`config.mk`:
```
export PLATFORM = sky130hd
export DESIGN_NAME = special_register_write_guard
export DESIGN_NICKNAME = d
export VERILOG_FILES = /design/src/guard_pkg.sv /design/src/guarded_decode.sv /design/src/bit_modify.sv /design/src/special_register_write_guard.sv
export SDC_FILE = /design/constraint.sdc
export NUM_CORES = 1
export LEC_CHECK = 0
export BUFFER_PORTS_ARGS = -buffer_cell sky130_fd_sc_hd__clkbuf_2
export CORE_MARGIN = 1
export CORE_UTILIZATION = 49
export DETAILED_ROUTE_END_ITERATION = 8
export PLACE_DENSITY = 0.73
export SLEW_MARGIN = 40
export SYNTH_ARGS = -nofsm -noshare
export SYNTH_HDL_FRONTEND = slang
export SYNTH_SLANG_ARGS = --single-unit
```
`constraint.sdc`:
```
create_clock -name clock -period 5.7 [get_ports clock]
set_input_delay 0 -clock clock [delete_from_list [all_inputs] [get_ports clock]]
set_output_delay 0 -clock clock [all_outputs]
set_load 0.01 [all_outputs]
```
`src/guard_pkg.sv`:
```
// Constants and types shared by the special register write guard
`default_nettype none
package guard_pkg;
  localparam int unsigned ADDR_W = 32;
  localparam int unsigned DATA_W = 8;

  // Byte addresses of the guarded and related registers
  localparam logic [31:0] ADDR_PROTECT_CMD   = 32'hfffff1fc;
  localparam logic [31:0] ADDR_POWER_SAVE    = 32'hfffff1fe;
  localparam logic [31:0] ADDR_WDOG_MODE     = 32'hfffff6c2;
  localparam logic [31:0] ADDR_SYS_STATUS    = 32'hfffff802;
  localparam logic [31:0] ADDR_CPU_CLOCK     = 32'hfffff828;
  localparam logic [31:0] ADDR_WDOG_RESET    = 32'hfffff82a;
  localparam logic [31:0] ADDR_IRQ_STATUS    = 32'hfffff8f0;
  localparam logic [31:0] ADDR_IRQ_MASK      = 32'hfffff8f2;
  // Anything at or above this address is a peripheral register
  localparam logic [31:0] PERIPH_BASE        = 32'hfffff000;

  localparam logic [7:0] RST_POWER_SAVE  = 8'h00;
  localparam logic [7:0] RST_CPU_CLOCK   = 8'h03;
  localparam logic [7:0] RST_WDOG_MODE   = 8'h00;
  localparam logic [7:0] RST_WDOG_RESET  = 8'h00;
  localparam logic [7:0] RST_ZERO        = 8'h00;
  // Value returned when the write-only command register is read
  localparam logic [7:0] CMD_READ_VALUE  = 8'h00;

  localparam int unsigned PROTECTION_ERROR_FLAG_BIT = 0;

  // Interrupt status / mask bit positions
  localparam int unsigned IRQ_ERR_BIT      = 0;
  localparam int unsigned IRQ_ACCEPT_BIT   = 1;
  localparam int unsigned IRQ_EVENTS       = 2;

  // Store operations issued by the core
  typedef enum logic [1:0] {
    OP_STORE,
    OP_SET,
    OP_CLEAR,
    OP_INVERT
  } store_op_t;

  typedef enum logic [2:0] {
    SEL_NONE,
    SEL_POWER,
    SEL_CLOCK,
    SEL_WMODE,
    SEL_WRESET
  } guarded_sel_t;
endpackage : guard_pkg
`default_nettype wire

```
`src/guarded_decode.sv`:
```
// Address classifier for guarded and peripheral stores
`default_nettype none
module guarded_decode
  import guard_pkg::*;
(
  input  wire logic [ADDR_W-1:0] addr,
  output var  guarded_sel_t      sel,
  output var  logic              is_cmd,
  output var  logic              is_periph
);
  always_comb begin
    is_cmd    = (addr == ADDR_PROTECT_CMD);
    is_periph = (addr >= PERIPH_BASE);
    case (addr)
      ADDR_POWER_SAVE: sel = SEL_POWER;
      ADDR_CPU_CLOCK:  sel = SEL_CLOCK;
      ADDR_WDOG_MODE:  sel = SEL_WMODE;
      ADDR_WDOG_RESET: sel = SEL_WRESET;
      default:         sel = SEL_NONE;
    endcase
  end
endmodule : guarded_decode
`default_nettype wire

```
`src/bit_modify.sv`:
```
// Applies a store or bit set/clear/invert to an 8-bit value
`default_nettype none
module bit_modify
  import guard_pkg::*;
(
  input  wire logic [DATA_W-1:0] old_value,
  input  wire logic [DATA_W-1:0] wdata,
  input  wire store_op_t         op,
  output var  logic [DATA_W-1:0] new_value
);
  // For bit ops wdata is a bit mask; every set bit is affected
  always_comb begin
    case (op)
      OP_STORE:  new_value = wdata;
      OP_SET:    new_value = old_value | wdata;
      OP_CLEAR:  new_value = old_value & ~wdata;
      OP_INVERT: new_value = old_value ^ wdata;
      default:   new_value = wdata;
    endcase
  end
endmodule : bit_modify
`default_nettype wire

```
`src/special_register_write_guard.sv`:
```
// Write guard for the special registers behind an unlock command register
`default_nettype none
module special_register_write_guard
  import guard_pkg::*;
(
  input  wire logic              clock,
  input  wire logic              rst_b,
  input  wire logic [ADDR_W-1:0] addr,
  input  wire logic [DATA_W-1:0] wdata,
  input  wire logic              wr,
  input  wire store_op_t         op,
  input  wire logic              rd,
  output var  logic [DATA_W-1:0] rdata,
  output var  logic              irq_ack_block,
  output var  logic              irq,
  output var  logic [DATA_W-1:0] power_save_control,
  output var  logic [DATA_W-1:0] cpu_clock_ctl,
  output var  logic [DATA_W-1:0] watchdog_mode_ctl,
  output var  logic [DATA_W-1:0] watchdog_reset_state
);

  ////////////////////////////////////////////////////////////////////////////
  typedef struct packed {
    logic [DATA_W-1:0] power;
    logic [DATA_W-1:0] clk;
    logic [DATA_W-1:0] wmode;
    logic [DATA_W-1:0] wreset;
    logic [DATA_W-1:0] system_status_flags;
    logic              unlocked;
    logic              read_seen;
    logic              ack_block;
    logic [IRQ_EVENTS-1:0] irq_status;
    logic [IRQ_EVENTS-1:0] irq_mask;
    logic              irq;
    logic [DATA_W-1:0] rdata;
  } state_t;

  state_t cur;
  state_t next_state;

  guarded_sel_t      sel;
  logic              is_cmd;
  logic              is_periph;
  logic [DATA_W-1:0] old_value;
  logic [DATA_W-1:0] new_value;

  guarded_decode u_decode (
    .addr      (addr),
    .sel       (sel),
    .is_cmd    (is_cmd),
    .is_periph (is_periph)
  );

  bit_modify u_modify (
    .old_value (old_value),
    .wdata     (wdata),
    .op        (op),
    .new_value (new_value)
  );

  function automatic logic [DATA_W-1:0] read_mux(input logic [ADDR_W-1:0] a, input state_t s);
    case (a)
      ADDR_POWER_SAVE:  read_mux = s.power;
      ADDR_CPU_CLOCK:   read_mux = s.clk;
      ADDR_WDOG_MODE:   read_mux = s.wmode;
      ADDR_WDOG_RESET:  read_mux = s.wreset;
      ADDR_SYS_STATUS:  read_mux = s.system_status_flags;
      ADDR_PROTECT_CMD: read_mux = CMD_READ_VALUE;
      ADDR_IRQ_STATUS:  read_mux = {{(DATA_W-IRQ_EVENTS){1'b0}}, s.irq_status};
      ADDR_IRQ_MASK:    read_mux = {{(DATA_W-IRQ_EVENTS){1'b0}}, s.irq_mask};
      default:          read_mux = RST_ZERO;
    endcase
  endfunction : read_mux

  ////////////////////////////////////////////////////////////////////////////
  always_comb begin
    logic accept;
    logic err_set;
    logic err_clr;
    logic [IRQ_EVENTS-1:0] ev;
    accept     = 1'b0;
    err_set    = 1'b0;
    err_clr    = 1'b0;
    ev         = '0;
    next_state = cur;

    case (sel)
      SEL_POWER:  old_value = cur.power;
      SEL_CLOCK:  old_value = cur.clk;
      SEL_WMODE:  old_value = cur.wmode;
      SEL_WRESET: old_value = cur.wreset;
      default:    old_value = (addr == ADDR_SYS_STATUS) ? cur.system_status_flags : RST_ZERO;
    endcase

    // Command store is one cycle; block acknowledgement for the next
    next_state.ack_block = wr && is_cmd;

    if (wr) begin
      if (sel != SEL_NONE) begin
        if (cur.unlocked && !(sel == SEL_WMODE && cur.read_seen)) begin
          accept = 1'b1;
        end else begin
          err_set = 1'b1;
        end
      end else if (cur.unlocked && is_periph) begin
        err_set = 1'b1;
      end
      // Any peripheral store ends the unlock window; a command re-arms only when locked
      if (is_periph) begin
        next_state.unlocked  = is_cmd && !cur.unlocked;
        next_state.read_seen = 1'b0;
      end
    end else if (rd && cur.unlocked) begin
      // A read in the gap keeps the unlock but spoils a watchdog mode store
      next_state.read_seen = 1'b1;
    end

    if (accept) begin
      case (sel)
        SEL_POWER:  next_state.power  = new_value;
        SEL_CLOCK:  next_state.clk    = new_value;
        SEL_WMODE:  next_state.wmode  = new_value;
        SEL_WRESET: next_state.wreset = new_value;
        default:    next_state.power  = cur.power;
      endcase
    end

    if (wr && addr == ADDR_SYS_STATUS) begin
      next_state.system_status_flags = new_value;
      err_clr = !new_value[PROTECTION_ERROR_FLAG_BIT];
    end
    // A zero written to the flag right after a command wins over the set
    if (err_clr) begin
      next_state.system_status_flags[PROTECTION_ERROR_FLAG_BIT] = 1'b0;
    end else if (err_set) begin
      next_state.system_status_flags[PROTECTION_ERROR_FLAG_BIT] = 1'b1;
    end

    if (wr && addr == ADDR_IRQ_MASK) begin
      next_state.irq_mask = wdata[IRQ_EVENTS-1:0];
    end
    ev[IRQ_ERR_BIT]    = err_set;
    ev[IRQ_ACCEPT_BIT] = accept;
    // Read clears status, but a new event in that cycle survives
    if (rd && addr == ADDR_IRQ_STATUS) begin
      next_state.irq_status = ev;
    end else begin
      next_state.irq_status = cur.irq_status | ev;
    end
    next_state.irq = |(next_state.irq_status & next_state.irq_mask);

    // Reads return data without touching the unlock
    next_state.rdata = rd ? read_mux(addr, cur) : RST_ZERO;
  end

  always_ff @(posedge clock or negedge rst_b) begin
    if (!rst_b) begin
      cur            <= '0;
      cur.power      <= RST_POWER_SAVE;
      cur.clk        <= RST_CPU_CLOCK;
      cur.wmode      <= RST_WDOG_MODE;
      cur.wreset     <= RST_WDOG_RESET;
      cur.system_status_flags        <= RST_ZERO;
      cur.unlocked   <= 1'b0;
    end else begin
      cur <= next_state;
    end
  end

  ////////////////////////////////////////////////////////////////////////////
  assign rdata                = cur.rdata;
  assign irq_ack_block        = cur.ack_block;
  assign irq                  = cur.irq;
  assign power_save_control   = cur.power;
  assign cpu_clock_ctl        = cur.clk;
  assign watchdog_mode_ctl    = cur.wmode;
  assign watchdog_reset_state = cur.wreset;

endmodule : special_register_write_guard
`default_nettype wire

```
After elaboration in Yosys (flattened, before gate mapping)
Cells that the tools add are included.

Flip-flop bits (word level): 56. Output and inout bits: 42. Input bits: 46. Word-level logic and storage cells: 81.

Equality and inequality tests: 16. Bitwise gates (word level): 6. Order comparisons: 1. Reduce and logical (&&, ||, !) cells: 23. Muxes and demuxes: 22.

Operator list (count): 32-bit equality test, second input constant (8); 8-bit one-hot mux with 4 select lines (2); 8-bit one-hot mux with 7 select lines (1); 32-bit >= comparator, second input constant (1); 8-bit 2-to-1 mux (2); 1-bit 2-to-1 mux (14); 3-bit one-hot mux with 4 select lines (1); 2-bit AND reduction (6); 1-bit logical AND (9); 8-bit bitwise AND (1); 8-bit inverter (1); 8-bit OR (1); 8-bit bitwise XOR (1); 3-bit by 2-bit equality test with 1-bit output, second input constant (2); 3-bit nonzero test (2); 2-bit equality test, second input constant (2); 2-bit 2-to-1 mux (2); 3-bit by 1-bit equality test with 1-bit output, second input constant (1); 3-bit equality test, second input constant (1); 1-bit zero test (3); 2-bit bitwise AND (1); 2-bit by 1-bit equality test with 1-bit output, second input constant (1); 2-bit zero test (1); 2-bit by 1-bit != test with 1-bit output, second input constant (1); 3 further kinds (3).

Longest topological paths before layout
Gate-level depths: netlist (run 1).

Depth after elaboration: 13. Depth in mapped cells: 13. Gate-level depth less buffers: 12.

Hierarchy
From an unflattened synthesis (run 1), not the netlist that was laid out.

Cell total of the unflattened synthesis: 394. Area total of the unflattened synthesis: 4070.2 um^2.

By module, submodules not included: special_register_write_guard (sequential area each 1403.8 um^2, cells each 320, area each 3417.0 um^2, times used 1); bit_modify (sequential area each 0.0 um^2, cells each 50, area each 493.0 um^2, times used 1); guarded_decode (sequential area each 0.0 um^2, cells each 24, area each 160.2 um^2, times used 1).

Worst setup path after synthesis (run 1)
OpenSTA, ideal clock, no wires.

Path type: input port to flip-flop. From: input addr[5]. To: register cur[20] (netlist name). Arrival: 2.455 ns. Required time: 5.635 ns. Setup slack: 3.180 ns. Path buffers: 0. Stages: 11. Library setup time: 0.065 ns. Cell sequence: or4b_4 or4_4 nor3_4 a22o_1 a221oi_1 inv_1 ha_1 nand2_1 o21ai_0 a21oi_1 mux2_2.

Word-level cells in the longest chain between the ends: 6. Elaborated cells between the ends (all ways): 17. Classes of those cells: 9 x eq/ne; 4 x mux; 3 x bitwise; 1 x reduce/logical.

Ends and longest elaborated chain: start: declaration (line special_register_write_guard.sv:8) `input wire logic [ADDR_W-1:0] addr,`; 32-bit equality test (line guarded_decode.sv:14) `case (addr)`; 3-bit one-hot mux with 4 select lines (line guarded_decode.sv:14); 3-bit equality test (tied with other cells) (line special_register_write_guard.sv:87) `case (sel)`; 8-bit one-hot mux with 4 select lines (line special_register_write_guard.sv:87); 8-bit bitwise XOR (tied with other cells) (line bit_modify.sv:17) `OP_INVERT: new_value = old_value ^ wdata;`; 8-bit one-hot mux with 4 select lines (line bit_modify.sv:13) `case (op)`; end signal: assignment (line special_register_write_guard.sv:166) `cur <= next_state;`; end: declaration (line special_register_write_guard.sv:38) `state_t cur;`.

Several ways; a longest one is shown, not always the timed one. A chain may end at the register's enable or synchronous reset.

Final worst setup path (run 1)
From: input addr[1]. To: register cur (netlist bit watchdog_reset_state[0]).

Word-level cells in the longest chain between the ends: 10. Elaborated cells between the ends (all ways): 24. Classes of those cells: 9 x eq/ne; 7 x mux; 3 x bitwise; 5 x reduce/logical.

Ends and longest elaborated chain: 32-bit equality test (line guarded_decode.sv:14); 3-bit one-hot mux with 4 select lines (line guarded_decode.sv:14); 3-bit by 2-bit equality test with 1-bit output (line special_register_write_guard.sv:87, special_register_write_guard.sv:100); 1-bit logical AND (line special_register_write_guard.sv:100) `if (cur.unlocked && !(sel == SEL_WMODE && cur.read_seen)) begin`; 1-bit zero test (line special_register_write_guard.sv:100); 1-bit logical AND (line special_register_write_guard.sv:100); 1-bit 2-to-1 mux (line special_register_write_guard.sv:100); 1-bit 2-to-1 mux (line special_register_write_guard.sv:99) `if (sel != SEL_NONE) begin`; 1-bit 2-to-1 mux (line special_register_write_guard.sv:98) `if (wr) begin`; 2-bit AND reduction (no line).

Several ways; a longest one is shown, not always the timed one.

==> results of run 1 <==
==> state kept, by name, summed over array words and instances (netlist names) <==
name,cells
rdata,8
cpu_clock_ctl,8
irq_ack_block,1
watchdog_mode_ctl,8
irq,1
watchdog_reset_state,8
power_save_control,8
cur,14
==> cell usage in the layout (no fill, tap or decap), drive strengths merged, types with 3 or more instances in the layout <==
master,synthesis,routed
nor4,5,5
ha,16,16
nand3,3,3
nand2,19,19
nand4,9,9
clkbuf,7,92
a22o,9,9
mux2,50,50
nor2,14,14
a221oi,8,8
a21oi,5,5
nor3,6,6
o211ai,7,7
dfrtp,54,54
inv,19,20
o21ai,17,17
or2,3,3
dlygate4sd3,0,4
==> per-layer routing <==
metal  vias to the layer above  global-route usage (%)  routed length (µm)
li1                       1216                       -                   -
met1                      1235                    29.2                3490
met2                        82                    34.7                3630
met3                         7                    3.66                 390
met4                         0                    4.55                  68
met5                         -                       0                   0
==> critical path: cells and delay by family <==
| family | cells | cell delay, ns |
|---|---|---|
| fa+ha+maj | 1 | 0.24 |
| simple gates | 4 | 1.53 |
| buf+inv | 1 | 0.31 |
| compound gates | 4 | 0.87 |
| mux | 1 | 0.25 |
==> Yosys cell counts, types with 5 or more instances <==
master and instances:
sky130_fd_sc_hd__nand2_1 18, sky130_fd_sc_hd__clkbuf_1 7, sky130_fd_sc_hd__nand4_1 8, sky130_fd_sc_hd__a21oi_1 5, sky130_fd_sc_hd__dfrtp_1 54, sky130_fd_sc_hd__ha_1 16, sky130_fd_sc_hd__nor2_1 14, sky130_fd_sc_hd__a221oi_1 8
sky130_fd_sc_hd__o21ai_0 16, sky130_fd_sc_hd__a22o_1 9, sky130_fd_sc_hd__nor3_1 5, sky130_fd_sc_hd__mux2_2 50, sky130_fd_sc_hd__o211ai_1 7, sky130_fd_sc_hd__inv_1 19, sky130_fd_sc_hd__buf_4 40
==> power groups by stage <==
stage,clock network (mW),registers [mW],logic [mW]
2_1_floorplan,0,0.405,0.0273
3_3_place_gp,0,0.405,0.0596
3_5_place_dp,0,0.405,0.0619
4_1_cts,0.273,0.397,0.0643
5_1_grt,0.287,0.397,0.0722
6_report,0.269,0.397,0.0640
==> cell families after synthesis <==
kind of cell | count (synthesis)
adder cells (fa/ha/maj) | 16
buffers and inverters | 69
flip-flops | 56
AND/OR/NAND/NOR | 72
multiplexers | 52
AO/OA/AOI/OAI | 54
==> how the worst max path moves through the flow <==
stage	start	end	slack, ns	cells past startpoint
6_report	addr[1]	watchdog_reset_state[0]	2.74	11
4_1_cts	addr[1]	cur[18]	2.72	11
5_1_grt	addr[1]	watchdog_mode_ctl[7]	2.52	11
2_1_floorplan	addr[5]	cur[20]	3.18	11
3_3_place_gp	addr[1]	cur[21]	2.50	11
3_5_place_dp	addr[1]	cur[18]	2.39	11
==> metrics by stage <==
stage / utilization [%] / instances / cell area, µm² / worst slack [ns] / power (mW)
floorplan: - / 319 / 3450 / 3.18 / 0.432
global placement: 54.1 / 453 / 3670 / 2.50 / 0.464
detailed placement: 54.1 / 453 / 3670 / 2.39 / 0.467
CTS: 56.3 / 465 / 3830 / 2.72 / 0.735
global route: 56.4 / 465 / 3830 / 2.52 / 0.756
finish: 56.4 / 465 / 3830 / 2.74 / 0.730
==> cell type report <==
cell class | instances | area (µm²)
tap | 96 | 120
sequential | 56 | 1400
clock inverter | 3 | 46.3
timing repair buffer | 92 | 483
multi-input combinational | 194 | 1640
clock buffer | 5 | 68.8
fill | 608 | 2960
inverter | 19 | 71.3
==> what timing repair did <==
item	in CTS	in global routing
endpoints found under the hold margin	57	0
buffers inserted	0	0
hold buffers	4	0
==> run summary, run 1 <==
In this run the power spent charging and discharging nets is 175 µW. Starting density of the core: 50.8%. The logs give 0 for the residual DRC count and 0 for the final-report hold violation count.

The largest stage delay on the critical path is 0.65 ns, and the share of total power consumed by net switching is 24.0%. The final setup skew was 0.00647 ns. Measured against the total synthesized area, the mux share comes to 16.9%.

After Yosys synthesis, full adders, half adders and majority gates account for 5.81% of the synthesized area. The per-cell routed wire length is 16.3 µm. The path with the worst hold slack has its endpoint at cur[14]. The routed layout has 2540 vias. The number of max-slew violations in the final report was 0. In the post-synthesis netlist, the biggest area contributors are sky130_fd_sc_hd__dfrtp_1 39%, sky130_fd_sc_hd__mux2_2 16%, sky130_fd_sc_hd__buf_4 8.7%.

The run finished with clean final reports. Final-report setup violation count: 0. TritonCTS built the clock tree.

The number of input and output port buffers inserted is 87. Based on the critical path, the design can be clocked at up to 337 MHz. The worst setup path is of the primary input to flip-flop kind. The first routing iteration left 107 violations. Averaged over all synthesized cells, the footprint is 10.8 µm².

The number of cells traversed by the worst hold path is 3. The number of global-route vias before repair was 2435. The biggest area contributor in the post-synthesis netlist is sky130_fd_sc_hd__dfrtp_1. The number of maximum-capacitance constraint violations was 0.

Simple-gate share of the synthesized area: 13.7%. The initialized floorplan defines 30 standard-cell rows. Of the synthesized area, sequential elements account for 40.7%. Once detail routing completed, the nets flagged for antenna violations numbered 0. After clock tree synthesis, the clock-pin slew on the worst setup and hold paths is 0.11 ns. The first global-routing pass estimated 12000 µm of wire. The number of diodes added for antenna fixing is 0, and the measured slew at the worst slew-check pin is 0.754 ns. By area, the combinational part of the netlist is dominated by multiplexers. In this run, distinct cell masters in the synthesized netlist total 46. No sink is reached through more buffers than the 2 on the longest clock path. Fraction of registers with async set or reset after synthesis: 100%. The leakage power was 2.03 nW. Traced cell by cell, the critical path runs through clkbuf_2, or4b_4, or2_2, nor4_4, a22o_1, a221oi_1, ha_1, nand2_1, o21ai_0, o21ai_0, mux2_2. The most numerous cell type found on the critical path is sky130_fd_sc_hd__o21ai_0. The number of cells traversed by the worst register-to-register path was 8.

The post-route fraction of the period consumed by the critical path was 52.0%; the critical path arrival was 3.22 ns. Entering global routing, the biggest net connects 57 pins. The root buffer cell is sky130_fd_sc_hd__clkbuf_8.

The compound-cell area share of the yosys netlist was 11.0%. The number of sinks on the clock net was 56. The horizontal extent of the die is 85.9 µm. The worst register-to-register path begins at watchdog_reset_state[5].

At the worst endpoint, the required time is 5.96 ns. The area overhead of the layout relative to synthesis is 11.1%, and the number of ports placed on the die boundary is 88. The H-tree was split into 2 levels. Final setup TNS: 0 ns.

The leftover overflow at the end of global routing was 0. The startpoint identified for the worst hold timing path is rd. The internal portion of the total power is 555 µW. The worst setup path is launched from a primary input. The peak fanout along the critical path works out to 13. The count of yosys warnings during synthesis came out at 0.

Counting the buffers created by CTS gives 5. Setup repair after global routing left no endpoint under its margin. The logs give 0.842 for the weighted congestion reported at the end of routability-driven placement and 0.00738 mm² for the area of the die. Endpoint kind of the worst setup timing path: a flip-flop.

Across all hold checks on the routed design, the worst slack comes to 0.0351 ns. The run gives 0 as the initial antenna violation count. The flip-flop and latch count after synthesis was 56.

The run gives 0.32 ns as the source-to-sink clock delay at the later pin of the worst-skew pair. For the proportion of power drawn by combinational gates, the log shows 8.8%. The slowest stage of the critical path belongs to the cell sky130_fd_sc_hd__nor4_4. The fraction of layout instances using a drive strength above 1 is 44.2%, and the cell area after technology mapping is 0.00345 mm². The classification of the worst-slack hold path was primary input to flip-flop. In this run the biggest area consumer among cell types represents 39.2% of the synthesized area. The fraction of synthesized cell area in xor and xnor cells is 0%.

Wires add up to 7580 µm. The synthesized design contains 0 enable-type register cells. The worst register-to-register path ends at cur[21]. Summed over all nets, the half-perimeter wirelength after detailed placement is 5440 µm. The reg-to-reg setup timing slack is 3.30 ns, and the part of the power in registers is 54.4%. VDD sags by at most 0.0000827 V. Power per unit of standard cell area: 191 mW/mm². The pre-antenna-repair detailed-routing pass consisted of 4 iterations. Most frequently used flop master after synthesis: sky130_fd_sc_hd__dfrtp_1. Headroom to the max-slew limit came out at 49.4%. The number of instances in the synthesized netlist is 319, and the via density per instance is 5.46.

Global routing used 21.1% of the available tracks. The final critical path time including I/O delays and setup is 2.96 ns, and the chip height is 85.9 µm. The floorplan step defined a core boundary enclosing 0.00679 mm². The final layout contains 430 nets.

The number of nets in the synthesized netlist is 381. The logs give 0 for the number of gates given a new drive strength after cts and 36.8% for the clock network fraction of total power.
(Power assumes the default switching activity.)
==> run 2, diff against run 1 <==
- clock period: 5.7 -> 2.8 ns (I/O delays scaled with it)
==> run 2 against run 1 <==
Compared with the run above: core utilization grew 1.0 points; via count grew 1.5%; critical path depth grew 1; final cell count grew 1.9%; worst hold slack lost 0.018 ns; non-clock buffer count grew 9; sequential power grew 100%; sequential cell count is the same; critical path type unchanged; critical endpoint is now cur[22]; largest power group unchanged.
==> run summary, run 2 (synthesis results as in run 1) <==
The flow ran to the end, and the final reports show no timing, DRC or antenna violations. The smallest clock period supported by the final layout is computed as 2.55 ns. The standard-cell row count is 30 (unchanged). The final setup skew came out at 0.00686 ns (was 0.00647 ns).

Setup repair after global routing left no endpoint under its margin. The horizontal extent of the die is 85.9 µm (unchanged). The layer with the highest usage is met2 (unchanged).

The global-route wire length before repair was 12400 µm (was 12000 µm); the final-report hold violation count was 0 (unchanged). The number of optimization iterations in the first detailed-route pass is 4 (unchanged), and the measured slew at the worst slew-check pin is 0.711 ns (was 0.754 ns). The via density per instance was 5.44 (was 5.46); the critical path arrival was 2.80 ns (was 3.22 ns).

The buffer count from post-CTS setup fixing came out at 0 (unchanged). The power per unit of standard cell area is 381 mW/mm² (was 191 mW/mm²), and the area after detailed placement is 0.00376 mm² (was 0.00367 mm²). The total power is 1.48 mW (was 730 µW). Largest stage delay on the critical path: 0.57 ns (was 0.65 ns). Area of the placeable core: 0.00679 mm² (unchanged).

Ordered list of cells on the worst path: clkbuf_2, or4b_4, or4_4, nor3_4, buf_12, a22o_1, a221oi_1, ha_1, nand2_1, o21ai_0, o21ai_0, mux2_2 (was clkbuf_2, or4b_4, or2_2, nor4_4, a22o_1, a221oi_1, ha_1, nand2_1, o21ai_0, o21ai_0, mux2_2). The clock-pin slew on the worst setup and hold paths came out at 0.10 ns (was 0.11 ns). The vias after detailed routing is 2578 (was 2540). The weighted congestion reported at the end of routability-driven placement was 0.832 (was 0.842); the leakage power was 2.08 nW (was 2.03 nW). TritonCTS built the clock tree.

The logs give 21.4% (was 21.1%) for the aggregate global-route resource usage and 26.6% (was 29.2%) for the met1 usage. For the post-layout net count, the log shows 439 (was 430). The number of buffers created by CTS is 5 (unchanged). For the number of nets with antenna violations after detailed routing, the log shows 0 (unchanged). The cell type with the highest occurrence count on the critical path is sky130_fd_sc_hd__o21ai_0 (unchanged). The utilization of the core after routing is 57.4% (was 56.4%). The logs give 392 MHz for the highest clock rate and 5540 µm (was 5440 µm) for the half-perimeter wire length of the detailed placement result. The run gives 0 (unchanged) as the number of max-slew violations in the final report.

For the number of diodes added for antenna fixing, the log shows 0 (unchanged). Most frequent cells in the layout: 87 x sky130_fd_sc_hd__clkbuf_2, 54 x sky130_fd_sc_hd__dfrtp_1, 50 x sky130_fd_sc_hd__mux2_2, 19 x sky130_fd_sc_hd__inv_1, 18 x sky130_fd_sc_hd__nand2_1 (unchanged). Area of the die: 0.00738 mm² (unchanged). The number of sinks on the clock net is 56 (unchanged), and the post-route fraction of the period consumed by the critical path is 91.1%.

The tools report the source-to-sink clock delay at the later pin of the worst-skew pair as 0.30 ns (was 0.32 ns). The initial antenna violation count was 0 (unchanged). The per-cell routed wire length was 15.9 µm (was 16.3 µm). The chip height was 85.9 µm (unchanged).

The maximum root-to-sink buffer count was 2 (unchanged). The register with the most flip-flops is cur (unchanged). The classification of the worst-slack hold path was primary input to flip-flop (unchanged). The tools report the number of gates given a new drive strength after cts as 0 (unchanged). The type of the worst setup path was primary input to flip-flop (unchanged).

The number of DRC violations after detailed-routing iteration 0 is 103 (was 107). Cell with the largest stage delay on the worst path: sky130_fd_sc_hd__or4_4 (was sky130_fd_sc_hd__nor4_4). The required time of the critical path was 3.05 ns (was 5.96 ns). Residual DRC count: 0 (unchanged). The number of maximum-capacitance constraint violations was 0 (unchanged); the number of flip-flops in the largest register was 14 (unchanged). The area overhead of the layout relative to synthesis works out to 13.1% (was 11.1%). The endpoint kind of the worst setup timing path was a flip-flop (unchanged).

The post-route worst hold slack came out at 0.0171 ns (was 0.0351 ns). The logs give 52.3% (was 49.4%) for the relative max-transition margin and 3 (was 4) for the cts-stage hold buffer count. The number of global-route vias before repair is 2595 (was 2435), and the global routing usage on met3 is 3.66% (unchanged).

Met2 usage: 38.2% (was 34.7%). The sum of routed wire length over all layers is 7530 µm (was 7580 µm), and the number of ports placed on the die boundary is 88 (unchanged). The fraction of layout instances using a drive strength above 1 works out to 45.2% (was 44.2%).

The peak fanout along the critical path is 9 (was 13), and the maximum vdd drop is 0.000336 V (was 0.0000827 V). The leftover overflow at the end of global routing is 0 (unchanged). Leading cell type in the layout, fill and taps excluded: sky130_fd_sc_hd__clkbuf_2 (unchanged). Post-route cell area: 0.00390 mm² (was 0.00383 mm²).

The number of levels in the clock H-tree came out at 2 (unchanged). The nature of the critical path startpoint was a primary input (unchanged). The tools report the root buffer cell as sky130_fd_sc_hd__clkbuf_8 (unchanged). The final-report setup violation count was 0 (unchanged); the pin count of the biggest net entering global routing was 41 (was 57).

The starting density of the core was 50.8% (unchanged); the number of input and output port buffers inserted was 87 (unchanged).
[run 2: changes by cell type in the layout (fill, tap and decap cells not counted), sizes merged]
cell         delta
clkbuf          +1
clkinvlp        -1
dlygate4sd3     -1
buf            +10
[run 2: through the flow]
step	setup slack (ns)	instances	TNS (ns)
after floorplan	0.280	319	0
after global placement	-0.00800	463	-0.0242
after detailed placement	-0.0577	463	-0.481
after CTS	0.216	474	0
after global routing	0.0232	474	0
final	0.250	474	0
[run 2: cell type report]
type	count	area, µm²
flip-flops and latches	56	1400
fillers	585	2890
well taps	96	120
clock inverters	2	38.8
repair buffers	101	561
clock buffers	6	72.6
inverters	19	71.3
multi-input cells	194	1630
[run 2: worst max-delay path: cells and delay by family]
family                   cells  cell delay, ns
AND/OR/NAND/NOR              4            1.36
AO/OA/AOI/OAI                4            0.72
buffers and inverters        2            0.26
multiplexers                 1            0.25
adder cells (fa/ha/maj)      1            0.21
[run 2: final timing paths]
| kind | start | to | slack, ns | cells past startpoint |
|---|---|---|---|---|
| min reg2reg | cur[21] | cur[21] | 0.52 | 1 |
| max | addr[5] | cur[22] | 0.25 | 12 |
| min | wdata[0] | cur[9] | 0.02 | 2 |
| max reg2reg | cpu_clock_ctl[2] | cur[18] | 0.39 | 8 |
| max in group asynchronous | rst_b | cpu_clock_ctl[0] | 1.77 | 3 |
| min in group asynchronous | rst_b | cpu_clock_ctl[2] | 0.15 | 2 |
[run 2: per-layer routing]
metal	wire [µm]	vias up
met3	357	6
met4	76	0
met2	3840	78
met1	3260	1266
met5	0	-
li1	-	1228
[run 2: report_power, final]
part / switching, mW / leakage [nW] / internal [mW]
logic: 0.0808 / 1.26 / 0.0576
clock network: 0.267 / 0.0558 / 0.271
registers: 0.00000212 / 0.765 / 0.808
==> run 3, diff against run 2 <==
- CORE_MARGIN: 1 -> 2
==> run 3 against run 2 <==
Compared with the run above: sequential share of layout area rose by 0.20 points; via count fell by 0.39%; combinational power fell by 4%; worst hold slack got worse by 0.0085 ns; sequential cell count did not move; critical endpoint is now power_save_control[2].
==> run summary, run 3 (synthesis results as in run 1) <==
The area after detailed placement was 0.00374 mm² (was 0.00376 mm²). The number of input and output port buffers inserted was 87 (unchanged). The sum of routed wire length over all layers was 7710 µm (was 7530 µm); the chip height was 87.9 µm (was 85.9 µm). The run gives 0.31 ns (was 0.30 ns) as the source-to-sink clock delay at the later pin of the worst-skew pair. The tools report the root buffer cell as sky130_fd_sc_hd__clkbuf_8 (unchanged).

The highest clock rate was 398 MHz (was 392 MHz). Register with the most flip-flops: cur (unchanged). The run gives 0.00856 ns (was 0.0171 ns) as the post-route worst hold slack.

The leftover overflow at the end of global routing is 0 (unchanged). The per-cell routed wire length came out at 16.4 µm (was 15.9 µm). The area overhead of the layout relative to synthesis is 12.5% (was 13.1%), and the peak fanout along the critical path is 9 (unchanged). The number of flip-flops in the largest register is 14 (unchanged). The power per unit of standard cell area works out to 382 mW/mm² (was 381 mW/mm²).

The final setup TNS is 0 ns (unchanged). Most frequent cells in the layout: 86 x sky130_fd_sc_hd__clkbuf_2, 54 x sky130_fd_sc_hd__dfrtp_1, 50 x sky130_fd_sc_hd__mux2_2, 19 x sky130_fd_sc_hd__inv_1, 18 x sky130_fd_sc_hd__nand2_1 (was 87 x sky130_fd_sc_hd__clkbuf_2, 54 x sky130_fd_sc_hd__dfrtp_1, 50 x sky130_fd_sc_hd__mux2_2, 19 x sky130_fd_sc_hd__inv_1, 18 x sky130_fd_sc_hd__nand2_1). The initial antenna violation count is 0 (unchanged). The tools report the aggregate global-route resource usage as 20.5% (was 21.4%).

The number of levels in the clock H-tree came out at 2 (unchanged). Clock-pin slew on the worst setup and hold paths: 0.10 ns (about the same). The utilization of the core after routing is 57.1% (was 57.4%), and the number of ports placed on the die boundary is 88 (unchanged).

Horizontal extent of the die: 87.9 µm (was 85.9 µm). The number of optimization iterations in the first detailed-route pass was 4 (unchanged); the number of inserted filler cells in the final layout was 577 (was 585). The area of all sequential standard cells was 0.00140 mm² (unchanged). The leading cell type in the layout, fill and taps excluded is sky130_fd_sc_hd__clkbuf_2 (unchanged).

The logs give 0 (unchanged) for the number of diodes added for antenna fixing and 56 (unchanged) for the number of sinks on the clock net. Final setup skew: 0.00710 ns (was 0.00686 ns). The total placed cells including tap cells is 459 (was 463).

The required time of the critical path was 3.05 ns (about the same); the pin count of the biggest net entering global routing was 40 (was 41). The total power is 1.48 mW (about the same). The final critical path time including I/O delays and setup was 2.51 ns (was 2.55 ns). The logs give 0 (unchanged) for the number of max-slew violations in the final report and 30 (unchanged) for the standard-cell row count.

The via density per instance came out at 5.48 (was 5.44). The run finished with clean final reports. The run gives 5 (unchanged) as the number of buffers created by CTS. The leakage power is 2.06 nW (was 2.08 nW), and the final setup slack of the worst path is 0.287 ns (was 0.250 ns). The final-report setup violation count is 0 (unchanged), and the worst slack at placement is -0.0284 ns (was -0.0577 ns). The number of global-route vias before repair is 2407 (was 2595), and the number of maximum-capacitance constraint violations is 0 (unchanged).

The final-report hold violation count was 0 (unchanged). The nature of the critical path startpoint was a primary input (unchanged). The post-route fraction of the period consumed by the critical path works out to 89.7% (was 91.1%). The residual DRC count was 0 (unchanged); the fraction of layout instances using a drive strength above 1 was 45.0% (was 45.2%). Area of the multi-input gates: 0.00163 mm² (unchanged). The number of DRC violations after detailed-routing iteration 0 is 143 (was 103).

The weighted congestion reported at the end of routability-driven placement was 0.849 (was 0.832); the post-route cell area was 0.00388 mm² (was 0.00390 mm²). TritonCTS built the clock tree. The tools report the buffer count from post-CTS setup fixing as 0 (unchanged). The classification of the worst-slack hold path was primary input to flip-flop (unchanged). The half-perimeter wire length of the detailed placement result came out at 5810 µm (was 5540 µm). The run gives 434 (was 439) as the post-layout net count. Maximum root-to-sink buffer count: 2 (unchanged). The tools report the critical path arrival as 2.77 ns (was 2.80 ns). The measured slew at the worst slew-check pin was 0.615 ns (was 0.711 ns).

For the area of the placeable core, the log shows 0.00679 mm² (unchanged). The type of the worst setup path is primary input to flip-flop (unchanged). The tools report the final cell count without fillers as 469 (was 474).

The maximum vdd drop is 0.000338 V (was 0.000336 V). Setup repair after global routing left no endpoint under its margin. The endpoint kind of the worst setup timing path is a flip-flop (unchanged). The run gives 0 (unchanged) as the number of nets with antenna violations after detailed routing. The vias after detailed routing is 2568 (was 2578).

The tools report the global-route wire length before repair as 12100 µm (was 12400 µm). The logs give 50.8% (unchanged) for the starting density of the core and 0.00772 mm² (was 0.00738 mm²) for the area of the die. The run gives 58.8% (was 52.3%) as the relative max-transition margin.
## run 3: power breakdown
| group | internal [mW] | switching [mW] |
|---|---|---|
| Clock | 0.270 | 0.272 |
| Sequential | 0.808 | 0.00000219 |
| Combinational | 0.0517 | 0.0801 |
| Total | 1.13 | 0.352 |
## run 3: cell type report
class | count | share of cell area (%)
clock buffers | 5 | 1.77
flip-flops and latches | 56 | 36.2
multi-input cells | 194 | 42.1
inverters | 19 | 1.84
repair buffers | 96 | 13.8
clock inverters | 3 | 1.19
well taps | 96 | 3.10
## run 3: repair_timing
item                                   in CTS  in global routing
gates resized for setup                     0                  0
hold buffers                                2                  0
endpoints found under the hold margin      37                  0
## run 3: critical path, stage by stage
cell                       delay (ns)
sky130_fd_sc_hd__clkbuf_2        0.10
sky130_fd_sc_hd__or4b_4          0.54
sky130_fd_sc_hd__or4_4           0.56
sky130_fd_sc_hd__nor3_4          0.17
sky130_fd_sc_hd__buf_12          0.16
sky130_fd_sc_hd__a22o_1          0.12
sky130_fd_sc_hd__a221oi_1        0.08
sky130_fd_sc_hd__ha_1            0.21
sky130_fd_sc_hd__nand2_1         0.06
sky130_fd_sc_hd__o21ai_0         0.09
sky130_fd_sc_hd__o21ai_0         0.43
sky130_fd_sc_hd__mux2_2          0.24
## run 3: final timing paths
path                                  start                       to  slack, ns  depth (start not counted)
setup / recovery                    addr[5]    power_save_control[2]       0.29                         12
hold reg to reg                     cur[11]                  cur[11]       0.52                          1
max in group asynchronous             rst_b                  cur[20]       1.96                          3
min in group asynchronous             rst_b  watchdog_reset_state[3]       0.21                          2
setup reg to reg           cpu_clock_ctl[7]         cpu_clock_ctl[7]       0.36                          8
hold / removal                     wdata[1]                  cur[10]      0.009                          2
## run 3: layer usage
layer	wire, µm	up-vias	track usage (%)
met3	512	8	4.34
met2	3830	92	33.3
met4	80	0	7.97
li1	-	1215	-
met5	0	-	0
met1	3290	1253	26.9
